[src/inc/serial_consts.svh]
// Constants for the serial port: offsets, field positions, codes and timing
`ifndef SERIAL_CONSTS_SVH
`define SERIAL_CONSTS_SVH

// Port select: low address bit picks command/status (1) or data (0)
`define SEL_CTRL_BIT     0
`define SEL_UPPER_BIT    1

// Line format word fields
`define FMT_LEN_LSB      2
`define FMT_LEN_MSB      3
`define FMT_PAR_EN_BIT   4
`define FMT_PAR_EVEN_BIT 5
`define FMT_STOP_LSB     6
`define FMT_STOP_MSB     7
`define FMT_RST          8'h00

// Operation command codes
`define CMD_TX_ON        8'h33
`define CMD_RX_ON        8'h36
`define CMD_BOTH_ON      8'h37
`define CMD_SOFT_RESET   8'h40

// Line status bits
`define ST_TX_EMPTY      0
`define ST_RX_AVAIL      1
`define ST_TX_MODE       2
`define ST_PAR_ERR       3
`define ST_OVERRUN       4
`define ST_FRAME_ERR     5
`define ST_UNUSED        6
`define ST_REV_CHAN      7

// Timing: clock rate in Hz, baud in bit/s, bit time derived in cycles
`define CLK_HZ           10000000
`define BAUD_RATE        9600
`define BIT_CYC          (`CLK_HZ / `BAUD_RATE)
`define HALF_CYC         (`BIT_CYC / 2)
`define CNT_W            12

`endif

[src/inc/serial_pkg.sv]
// Types shared by the serial port design
`default_nettype none
package serial_pkg;

  typedef logic [7:0] byte_t;

  // Gray codes along idle, start, data, parity, stop
  typedef enum logic [2:0]
  {
    FS_IDLE   = 3'b000,
    FS_START  = 3'b001,
    FS_DATA   = 3'b011,
    FS_PARITY = 3'b010,
    FS_STOP   = 3'b110
  } frame_state_t;

endpackage
`default_nettype wire

[src/core/byte_fifo.sv]
// Small synchronous FIFO with valid/ready on both sides
`default_nettype none
module byte_fifo #(
  parameter int W = 8,
  parameter int D = 8
) (
  input  wire logic         mclk,
  input  wire logic         reset,
  input  wire logic         flush,
  input  wire logic         in_valid,
  output logic              in_ready,
  input  wire logic [W-1:0] in_data,
  output logic              out_valid,
  input  wire logic         out_ready,
  output logic [W-1:0]      out_data
);
  localparam int AW = $clog2(D);

  typedef struct packed {
    logic [D-1:0][W-1:0] mem;
    logic [AW-1:0]       wp;
    logic [AW-1:0]       rp;
    logic [AW:0]         cnt;
  } fifo_state_t;

  fifo_state_t q;
  fifo_state_t n;
  logic        push;
  logic        pop;

  assign in_ready  = (q.cnt != (AW+1)'(D));
  assign out_valid = (q.cnt != '0);
  assign out_data  = q.mem[q.rp];

  always_comb
  begin
    n    = q;
    push = in_valid && in_ready;
    pop  = out_valid && out_ready;
    if (push)
    begin
      n.mem[q.wp] = in_data;
      n.wp        = (q.wp == AW'(D - 1)) ? '0 : q.wp + 1'b1;
    end
    if (pop)
      n.rp = (q.rp == AW'(D - 1)) ? '0 : q.rp + 1'b1;
    if (push && !pop)
      n.cnt = q.cnt + 1'b1;
    else if (pop && !push)
      n.cnt = q.cnt - 1'b1;
    if (flush)
    begin
      n.wp  = '0;
      n.rp  = '0;
      n.cnt = '0;
    end
  end

  always_ff @(posedge mclk)
  begin
    if (reset)
      q <= '0;
    else
      q <= n;
  end
endmodule
`default_nettype wire

[src/core/serial_port.sv]
// Programmable serial transmitter/receiver reached through two I/O ports
// Function
// - Odd address status/command, even address data
// - Lower pair decoded, strap enables upper pair
// - First command write is format, next command
// - Format bits 3:2 give five to eight
// - Format bit 4 enables parity bit
// - Format bit 5: odd clear, even set
// - Format bits 7:6 give stop length
// - Codes 33, 36, 37 enable functions
// - Code 40 resets, format expected again
// - Later command writes change enables anytime
// - Command address read returns status byte
// - Bit 0 transmit space, cleared when FIFO full
// - Bit 1 character ready, cleared by read
// - Bit 2 set while transmitter enabled
// - Bit 3 parity error of last character
// - Bit 4 overrun, character not read
// - Bit 5 framing error, stop missing
// - Bit 7 reverse channel, bit 6 zero
// - Each line bit but the stop lasts one bit time
`include "serial_consts.svh"
`default_nettype none
module serial_port (
  input  wire logic              mclk,
  input  wire logic              reset,
  input  wire logic              port_sel,
  input  wire logic [1:0]        addr,
  input  wire logic              upper_en,
  input  wire logic              wr_stb,
  input  wire logic              rd_stb,
  input  wire serial_pkg::byte_t wdata,
  output serial_pkg::byte_t      rdata,
  output logic                   txd,
  input  wire logic              rxd,
  input  wire logic              rev_chan
);
  import serial_pkg::*;

  typedef struct packed {
    logic         fmt_set;
    byte_t        fmt;
    logic         tx_en;
    logic         rx_en;
    byte_t        rdata;
    byte_t        rx_data;
    logic         rx_avail;
    logic         par_err;
    logic         ovr_err;
    logic         frm_err;
    logic         rev;
    logic         txd;
    frame_state_t tx_st;
    logic [`CNT_W-1:0] tx_cnt;
    logic [2:0]   tx_bit;
    byte_t        tx_sh;
    logic         tx_par;
    frame_state_t rx_st;
    logic [`CNT_W-1:0] rx_cnt;
    logic [2:0]   rx_bit;
    byte_t        rx_sh;
    logic         rx_par;
  } port_state_t;

  localparam logic [`CNT_W-1:0] BIT_LAST  = `CNT_W'(`BIT_CYC - 1);
  localparam logic [`CNT_W-1:0] HALF_LAST = `CNT_W'(`HALF_CYC - 1);

  port_state_t q;
  port_state_t n;
  logic        hit;
  logic        soft_rst;
  logic        data_rd;
  logic        rx_done;
  byte_t       status;
  logic        fifo_in_valid;
  logic        fifo_in_ready;
  logic        fifo_out_valid;
  logic        fifo_out_ready;
  byte_t       fifo_out_data;
  logic [`CNT_W-1:0] tx_last;
  byte_t       rx_word;

  // Character length, five to eight
  function automatic logic [3:0] char_len(input byte_t f);
    char_len = 4'd5 + {2'b00, f[`FMT_LEN_MSB:`FMT_LEN_LSB]};
  endfunction

  // Parity bit that makes the count of ones odd or even
  function automatic logic par_bit(input byte_t d, input byte_t f);
    byte_t m;
    m = 8'hff >> (4'd8 - char_len(f));
    par_bit = (^(d & m)) ^ ~f[`FMT_PAR_EVEN_BIT];
  endfunction

  // Stop time in cycles, counted in half bits; the illegal code acts as one stop
  function automatic logic [`CNT_W-1:0] stop_last(input byte_t f);
    logic [2:0] halves;
    unique case (f[`FMT_STOP_MSB:`FMT_STOP_LSB])
      2'b10:   halves = 3'd3;
      2'b11:   halves = 3'd4;
      default: halves = 3'd2;
    endcase
    stop_last = `CNT_W'(halves * `HALF_CYC - 1);
  endfunction

  byte_fifo #(
    .W (8),
    .D (8)
  ) u_tx_fifo (
    .mclk      (mclk),
    .reset     (reset),
    .flush     (soft_rst),
    .in_valid  (fifo_in_valid),
    .in_ready  (fifo_in_ready),
    .in_data   (wdata),
    .out_valid (fifo_out_valid),
    .out_ready (fifo_out_ready),
    .out_data  (fifo_out_data)
  );

  assign hit     = port_sel && (!addr[`SEL_UPPER_BIT] || upper_en);
  assign data_rd = hit && rd_stb && !addr[`SEL_CTRL_BIT];
  assign status  = {q.rev, 1'b0, q.frm_err, q.ovr_err, q.par_err,
                    q.tx_en, q.rx_avail, fifo_in_ready};
  assign tx_last = (q.tx_st == FS_STOP) ? stop_last(q.fmt) : BIT_LAST;
  assign rx_word = q.rx_sh >> (4'd8 - char_len(q.fmt));
  assign rdata   = q.rdata;
  assign txd     = q.txd;

  always_comb
  begin
    n              = q;
    soft_rst       = 1'b0;
    fifo_in_valid  = 1'b0;
    fifo_out_ready = 1'b0;
    rx_done        = 1'b0;
    n.rev          = rev_chan;

    // Host writes
    if (hit && wr_stb)
    begin
      if (!addr[`SEL_CTRL_BIT])
        fifo_in_valid = 1'b1;
      else if (!q.fmt_set)
      begin
        n.fmt     = wdata;
        n.fmt_set = 1'b1;
      end
      else
      begin
        // Unlisted codes leave the enables as they are
        case (wdata)
          `CMD_TX_ON:
          begin
            n.tx_en = 1'b1;
            n.rx_en = 1'b0;
          end
          `CMD_RX_ON:
          begin
            n.tx_en = 1'b0;
            n.rx_en = 1'b1;
          end
          `CMD_BOTH_ON:
          begin
            n.tx_en = 1'b1;
            n.rx_en = 1'b1;
          end
          `CMD_SOFT_RESET:
            soft_rst = 1'b1;
          default:
            n.tx_en = q.tx_en;
        endcase
      end
    end

    // Host reads
    if (hit && rd_stb)
    begin
      n.rdata = addr[`SEL_CTRL_BIT] ? status : q.rx_data;
      if (!addr[`SEL_CTRL_BIT])
        n.rx_avail = 1'b0;
    end

    // Transmitter; a disable lets the frame in flight finish
    if (q.tx_st != FS_IDLE)
      n.tx_cnt = q.tx_cnt + 1'b1;
    unique case (q.tx_st)
      FS_IDLE:
      begin
        n.txd = 1'b1;
        if (q.tx_en && fifo_out_valid)
        begin
          fifo_out_ready = 1'b1;
          n.tx_sh  = fifo_out_data;
          n.tx_par = par_bit(fifo_out_data, q.fmt);
          n.tx_st  = FS_START;
          n.tx_cnt = '0;
          n.txd    = 1'b0;
        end
      end
      FS_START, FS_DATA, FS_PARITY, FS_STOP:
      begin
        if (q.tx_cnt == tx_last)
        begin
          n.tx_cnt = '0;
          if (q.tx_st == FS_START)
          begin
            n.tx_st  = FS_DATA;
            n.tx_bit = '0;
            n.txd    = q.tx_sh[0];
          end
          else if (q.tx_st == FS_DATA && {1'b0, q.tx_bit} != char_len(q.fmt) - 4'd1)
          begin
            n.tx_bit = q.tx_bit + 1'b1;
            n.tx_sh  = q.tx_sh >> 1;
            n.txd    = q.tx_sh[1];
          end
          else if (q.tx_st == FS_DATA && q.fmt[`FMT_PAR_EN_BIT])
          begin
            n.tx_st = FS_PARITY;
            n.txd   = q.tx_par;
          end
          else if (q.tx_st == FS_STOP)
            n.tx_st = FS_IDLE;
          else
          begin
            n.tx_st = FS_STOP;
            n.txd   = 1'b1;
          end
        end
      end
      default:
        n.tx_st = FS_IDLE;
    endcase

    // Receiver, samples each bit in its middle
    if (q.rx_st != FS_IDLE)
      n.rx_cnt = q.rx_cnt + 1'b1;
    unique case (q.rx_st)
      FS_IDLE:
      begin
        if (q.rx_en && !rxd)
        begin
          n.rx_st  = FS_START;
          n.rx_cnt = '0;
        end
      end
      FS_START:
      begin
        // A start shorter than half a bit is taken as noise
        if (q.rx_cnt == HALF_LAST)
        begin
          n.rx_cnt = '0;
          n.rx_bit = '0;
          n.rx_st  = rxd ? FS_IDLE : FS_DATA;
        end
      end
      FS_DATA:
      begin
        if (q.rx_cnt == BIT_LAST)
        begin
          n.rx_cnt = '0;
          n.rx_sh  = {rxd, q.rx_sh[7:1]};
          n.rx_bit = q.rx_bit + 1'b1;
          if ({1'b0, q.rx_bit} == char_len(q.fmt) - 4'd1)
            n.rx_st = q.fmt[`FMT_PAR_EN_BIT] ? FS_PARITY : FS_STOP;
        end
      end
      FS_PARITY:
      begin
        if (q.rx_cnt == BIT_LAST)
        begin
          n.rx_cnt = '0;
          n.rx_par = rxd;
          n.rx_st  = FS_STOP;
        end
      end
      FS_STOP:
      begin
        if (q.rx_cnt == BIT_LAST)
        begin
          rx_done   = 1'b1;
          n.rx_st   = FS_IDLE;
          n.rx_data = rx_word;
          n.par_err = q.fmt[`FMT_PAR_EN_BIT] && (q.rx_par != par_bit(rx_word, q.fmt));
          n.frm_err = !rxd;
          n.ovr_err = q.ovr_err || n.rx_avail;
          n.rx_avail = 1'b1;
        end
      end
      default:
        n.rx_st = FS_IDLE;
    endcase

    // Internal reset returns to the power-on state, keeping the read latch
    if (soft_rst)
    begin
      n          = '0;
      n.txd      = 1'b1;
      n.rdata    = q.rdata;
      n.rev      = rev_chan;
      n.fmt      = `FMT_RST;
    end
  end

  always_ff @(posedge mclk)
  begin
    if (reset)
    begin
      q       <= '0;
      q.txd   <= 1'b1;
      q.fmt   <= `FMT_RST;
    end
    else
      q <= n;
  end
endmodule
`default_nettype wire

[config.mk]
export PLATFORM = sky130hd
export DESIGN_NAME = serial_port
export DESIGN_NICKNAME = d
export VERILOG_FILES = /design/src/inc/serial_pkg.sv /design/src/core/byte_fifo.sv /design/src/core/serial_port.sv
export VERILOG_INCLUDE_DIRS = /design/src /design/src/inc
export SDC_FILE = /design/constraint.sdc
export NUM_CORES = 1
export LEC_CHECK = 0
export ABC_AREA = 1
export BUFFER_PORTS_ARGS = -buffer_cell sky130_fd_sc_hd__buf_4
export CORE_AREA = 10 10 181 183
export CTS_BUF_LIST = sky130_fd_sc_hd__clkbuf_2
export DETAILED_ROUTE_END_ITERATION = 7
export DIE_AREA = 0 0 191 193
export MAX_ROUTING_LAYER = met4
export SLEW_MARGIN = 20
export SYNTH_ARGS = -nofsm -noshare
export SYNTH_HDL_FRONTEND = slang
export SYNTH_SLANG_ARGS = --single-unit
export TNS_END_PERCENT = 50
[constraint.sdc]
create_clock -name mclk -period 5.35 [get_ports mclk]
set_input_delay 0.535 -clock mclk [delete_from_list [all_inputs] [get_ports mclk]]
set_output_delay 0.535 -clock mclk [all_outputs]
set_load 0.03 [all_outputs]
; Word-level counts from Yosys, hierarchy flattened
; Cells that the tools add are included.
[op_classes]
shift = 2
n_eq_ne = 35
n_lt_le_gt_ge = 3
muxes = 55
add_sub_neg = 12
reduce_logical = 51
n_bitwise = 7
multipliers = 1
[ops]
columns = cell, count
row1 = $bwmux 64, 1
row2 = $pmux 12 s4, 1
row3 = $mux 12, 3
row4 = $mux 8, 4
row5 = $mux 15, 2
row6 = $mux 27, 1
row7 = $mux 26, 1
row8 = $add 12x1->12 const B, 2
row9 = $bmux 8 s3, 1
row10 = $demux 8 s3, 1
row11 = $eq 8x6->1 const B, 3
row12 = $mux 3, 8
row13 = $mux 4, 6
row14 = $pmux 12 s2, 1
row15 = $ne 2x2->1 const B, 10
row16 = $mux 18, 1
row17 = $pmux 3 s2, 3
row18 = $and 8x8->8, 2
row19 = $mux 16, 1
row20 = $pmux 8 s2, 1
row21 = $reduce_xor 8->1, 2
row22 = $pmux 3 s5, 1
row23 = $reduce_and 3->1, 5
row24 = $logic_and 1x1->1, 13
row25 = other kinds (44), 92
[totals]
regBits = 161
wordCells = 199
inputBits = 18
out_inout_bits = 9

; Logic depth before layout (Yosys ltp)
[logic_depth]
depth_word = 10
ltp_mapped = 17
depth_no_buf = 17

; Hierarchy
; Synthesis repeated with hierarchy kept, for this count alone.
[unflattened]
hier_cells = 1386
area_unflattened_um2 = 8826.0
[by_module_without_submodules]
columns = module, area_each_um2, cells_each, instances, seq_area_each_um2
row1 = serial_port, 4963.5, 764, 1, 1701.6
row2 = byte_fifo, 3862.5, 622, 1, 1481.4

; Worst setup path after synthesis
; OpenSTA, ideal clock, no wires.
[synth_timing]
kind = register to register
startpoint = reg u_tx_fifo.q[0] (netlist name)
endpoint = reg u_tx_fifo.q[3] (netlist name)
stages_incl_launch_ff = 16
synth_period_minus_slack_ns = 2.393
arrival_ns = 2.274
setup_time_ns = 0.119
path_slack_ns = 2.957
n_path_buf = 0
required_ns = 5.231
cell_sequence = dfxtp_1 -> nor2_1 -> a31oi_1 -> inv_1 -> nor2_1 -> inv_1 -> ha_1 -> inv_1 -> ha_1 -> a21o_1 -> a21oi_1 -> nor2_1 -> nor2_1 -> nand2_1 -> o21ai_0 -> a21oi_1
[synth_via]
elab_chain_len = 8
elab_cells_between_ends = 16
classes_between = add/sub (2) / eq/ne (1) / mux (4) / reduce/logical (9)
[synth_rtl]
columns = element, line
row1 = "start, declared", byte_fifo.sv:26  ; fifo_state_t q;
row2 = "start signal, assigned", byte_fifo.sv:64  ; q <= n;
row3 = $reduce_bool 4->1, byte_fifo.sv:32  ; assign out_valid = (q.cnt != '0);
row4 = $logic_and 1x1->1, serial_port.sv:191  ; if (q.tx_en && fifo_out_valid)
row5 = $mux 1, serial_port.sv:191
row6 = $mux 1, serial_port.sv:187  ; unique case (q.tx_st)
row7 = $logic_and 1x1->1, byte_fifo.sv:39  ; pop = out_valid && out_ready;
row8 = $logic_not 1->1, byte_fifo.sv:47  ; if (push && !pop)
row9 = $logic_and 1x1->1, byte_fifo.sv:47
row10 = $mux 4 / $reduce_bool 2->1 (equally long branches), --
; Several ways; a longest one is shown, not always the timed one. The select of a mux whose other input is x is not followed.
; A chain may end at the register's enable or synchronous reset.

; Worst setup path after layout
; Ends and elaborated chain as after synthesis.

==> out/metrics.cfg <==
[run_status]
status=complete, no violations

[sta]
rsz0062_at_grt=false
tightest_slew_ns=1.06
finalHoldViolations=0
maxSlewViolCount=0
setup-tns-final_ns=0
max-slew-margin-rel_pct=29.6
whs_ns=0.0627
post-route-period-util_pct=56.6
max_freq_mhz=330
setup_viol=0
skew_ns=0.0636
fin_crit_ns=3.03

[synthesis]
synth_seq_cells=159
synth_top_area_share_pct=37.1
synth_fp_nets=1348
synth-edff-count=0
synthesis.instances=1314
syn_area_per_cell_sq_um=6.53
synth_area_leader_cell=dfxtp_1
mappedNetlistArea_sq_mm=0.00858
synth_warnings=0
yosysMostFrequentCell=nand2_1
ys.flop_type=dfxtp_1
async_flop_share_pct=0
ys_types=47
synth.area.top_cells=dfxtp_1, nand2_1, a21oi_1, inv_1, o21ai_0
yosysSeqAreaShare_pct=37.1
synthTopCellsByCount=nand2_1, inv_1, dfxtp_1

[worst_setup_path]
slowest_delay_ns=0.49
required_ns=6.03
crit_type=flop to flop
critPathCaptureType=flop
worstPathMaxFanout=6
setup.worst_path.start_class=flop
critPathSlowestCell=dfxtp_1
critPathArrivalTime_ns=3.70
cp_cell_sequence=nor2_1 > a31oi_1 > inv_1 > nor2_1 > inv_1 > ha_1 > inv_1 > ha_1 > a21o_1 > a21oi_1 > nor2_1 > nor2_1 > nand2_1 > o21ai_0 > a21oi_1
crit_top_cell=nor2_1

[finish]
final_util_pct=31.8
fin_area_sq_mm=0.00930
fin_nets=1343
drive_above_1_share_pct=6.96
area_delta_synth_final_pct=8.46

[power]
p_leak_uw=0.00393
cellPowerDensity_mw_per_mm2=269
totalPowerFinal_uw=2500
ir_drop_mv=0.228

[clock_network]
cts_inserted_buffers=17
clk_latency_ns=0.77
htreeDepth=4
path_clk_slew_ns=0.30
root_buffer=clkbuf_2
cts_buffer_depth=2
cts_resized=0
clock-sinks=159
cts_tree=built

[routing]
drt.antenna.violating_nets=0
drtIter0Drc=686
vias=8029
drc=0
viasPerCell=4.69
firstDrtPassIters=5
post_drt_wl_per_cell_microns=12.8
wl_microns=22000

[floorplanning]
die_w_microns=191
fp.dieH_microns=193
core-area_sq_mm=0.0292
dieArea_sq_mm=0.0369
num_io_pins=27
rows=63
start_util_pct=29.3

[global_routing]
antenna_found_initial=1
grt_max_degree=73
grtUsageTotal_pct=12.3
grt-ovfl-total=0
grt_pass1_wl_microns=36500
grt_pass1_vias=7331

[hold_path]
hold_path.class=input pin to flop

[placement]
postPlaceCellArea_sq_mm=0.00901
port_buffers=26
gp_congestion=0.839
dp_hpwl_microns=15300

[job]
maxCapViolCount=0

critical path: cells and delay by family, from the launching register on:
kind / cells / cell delay, ns
flip-flops: 1 / 0.49
adder cells (fa/ha/maj): 2 / 0.51
AND/OR/NAND/NOR: 5 / 0.60
buffers and inverters: 3 / 0.46
AO/OA/AOI/OAI: 5 / 0.87
final timing paths:
path / startpoint / endpoint / slack (ns) / cells past startpoint
max reg2reg: u_tx_fifo.q[0] / u_tx_fifo.q[3] / 2.32 / 15
min reg2reg: q[66] / rdata[6] / 0.46 / 2
max: u_tx_fifo.q[0] / u_tx_fifo.q[3] / 2.32 / 15
min: addr[0] / rdata[0] / 0.06 / 3
area by class of cell:
| class | instances | area (sq um) |
|---|---|---|
| Antenna cell | 1 | 2.50 |
| Clock buffer | 17 | 85.1 |
| Clock inverter | 15 | 170 |
| Fill cell | 3206 | 19900 |
| Inverter | 176 | 661 |
| Multi-Input combinational cell | 918 | 4430 |
| Sequential cell | 159 | 3180 |
| Tap cell | 390 | 488 |
| Timing Repair Buffer | 37 | 285 |
logic make-up (layout without fill, tap and decap cells):
| group | count (synthesis) | in the layout | share of synthesized area (%) |
|---|---|---|---|
| other | 0 | 1 | 0 |
| flip-flops | 159 | 159 | 37.1 |
| AO/OA/AOI/OAI | 279 | 279 | 17.3 |
| XOR/XNOR | 21 | 21 | 2.14 |
| AND/OR/NAND/NOR | 601 | 601 | 29.6 |
| multiplexers | 1 | 1 | 0.117 |
| adder cells (fa/ha/maj) | 16 | 16 | 2.42 |
| buffers and inverters | 237 | 245 | 11.3 |
cells in the final DEF (no fill, tap or decap), types with 4 or more instances in the layout:
cell type / count
clkinv_1: 8
nor4_1: 5
nand4_1: 7
xor2_1: 15
a31oi_1: 10
inv_8: 6
a21oi_1: 124
clkbuf_2: 17
nor2_1: 120
o22ai_1: 6
nand3_1: 100
ha_1: 15
nand2_1: 332
buf_4: 34
o211a_1: 5
xnor2_1: 6
nor3_1: 14
nand2_2: 5
dfxtp_1: 159
o21ai_0: 121
clkinv_8: 4
inv_1: 165
through the flow:
step	worst slack (ns)	cells
6_report	2.32	1713
5_1_grt	1.99	1713
4_1_cts	2.27	1712
3_5_place_dp	2.32	1677
3_3_place_gp	2.38	1677
2_1_floorplan	2.96	1314
state kept, by name, indices dropped and copies added, names as in the netlist:
register	flops
txd	1
q	76
rdata	8
u_tx_fifo.q	74
where the power goes:
| group | switching (uW) | internal [uW] |
|---|---|---|
| Combinational | 380 | 155 |
| Clock | 525 | 158 |
| Sequential | 41.6 | 1240 |
timing repair:
action	4_1_cts	5_1_grt
hold buffers	3	0
endpoints found under the hold margin	4	0
setup endpoints to repair	0	0
setup buffers	0	0
layer usage:
layer,track usage [%],vias up,wire length [microns]
met4,3.79,0,386
met1,15.5,3652,10600
met5,-,-,0
met2,19.8,137,10200
li1,-,4210,-
met3,1.92,30,728
Note: power is estimated with default switching activity, not from simulation.
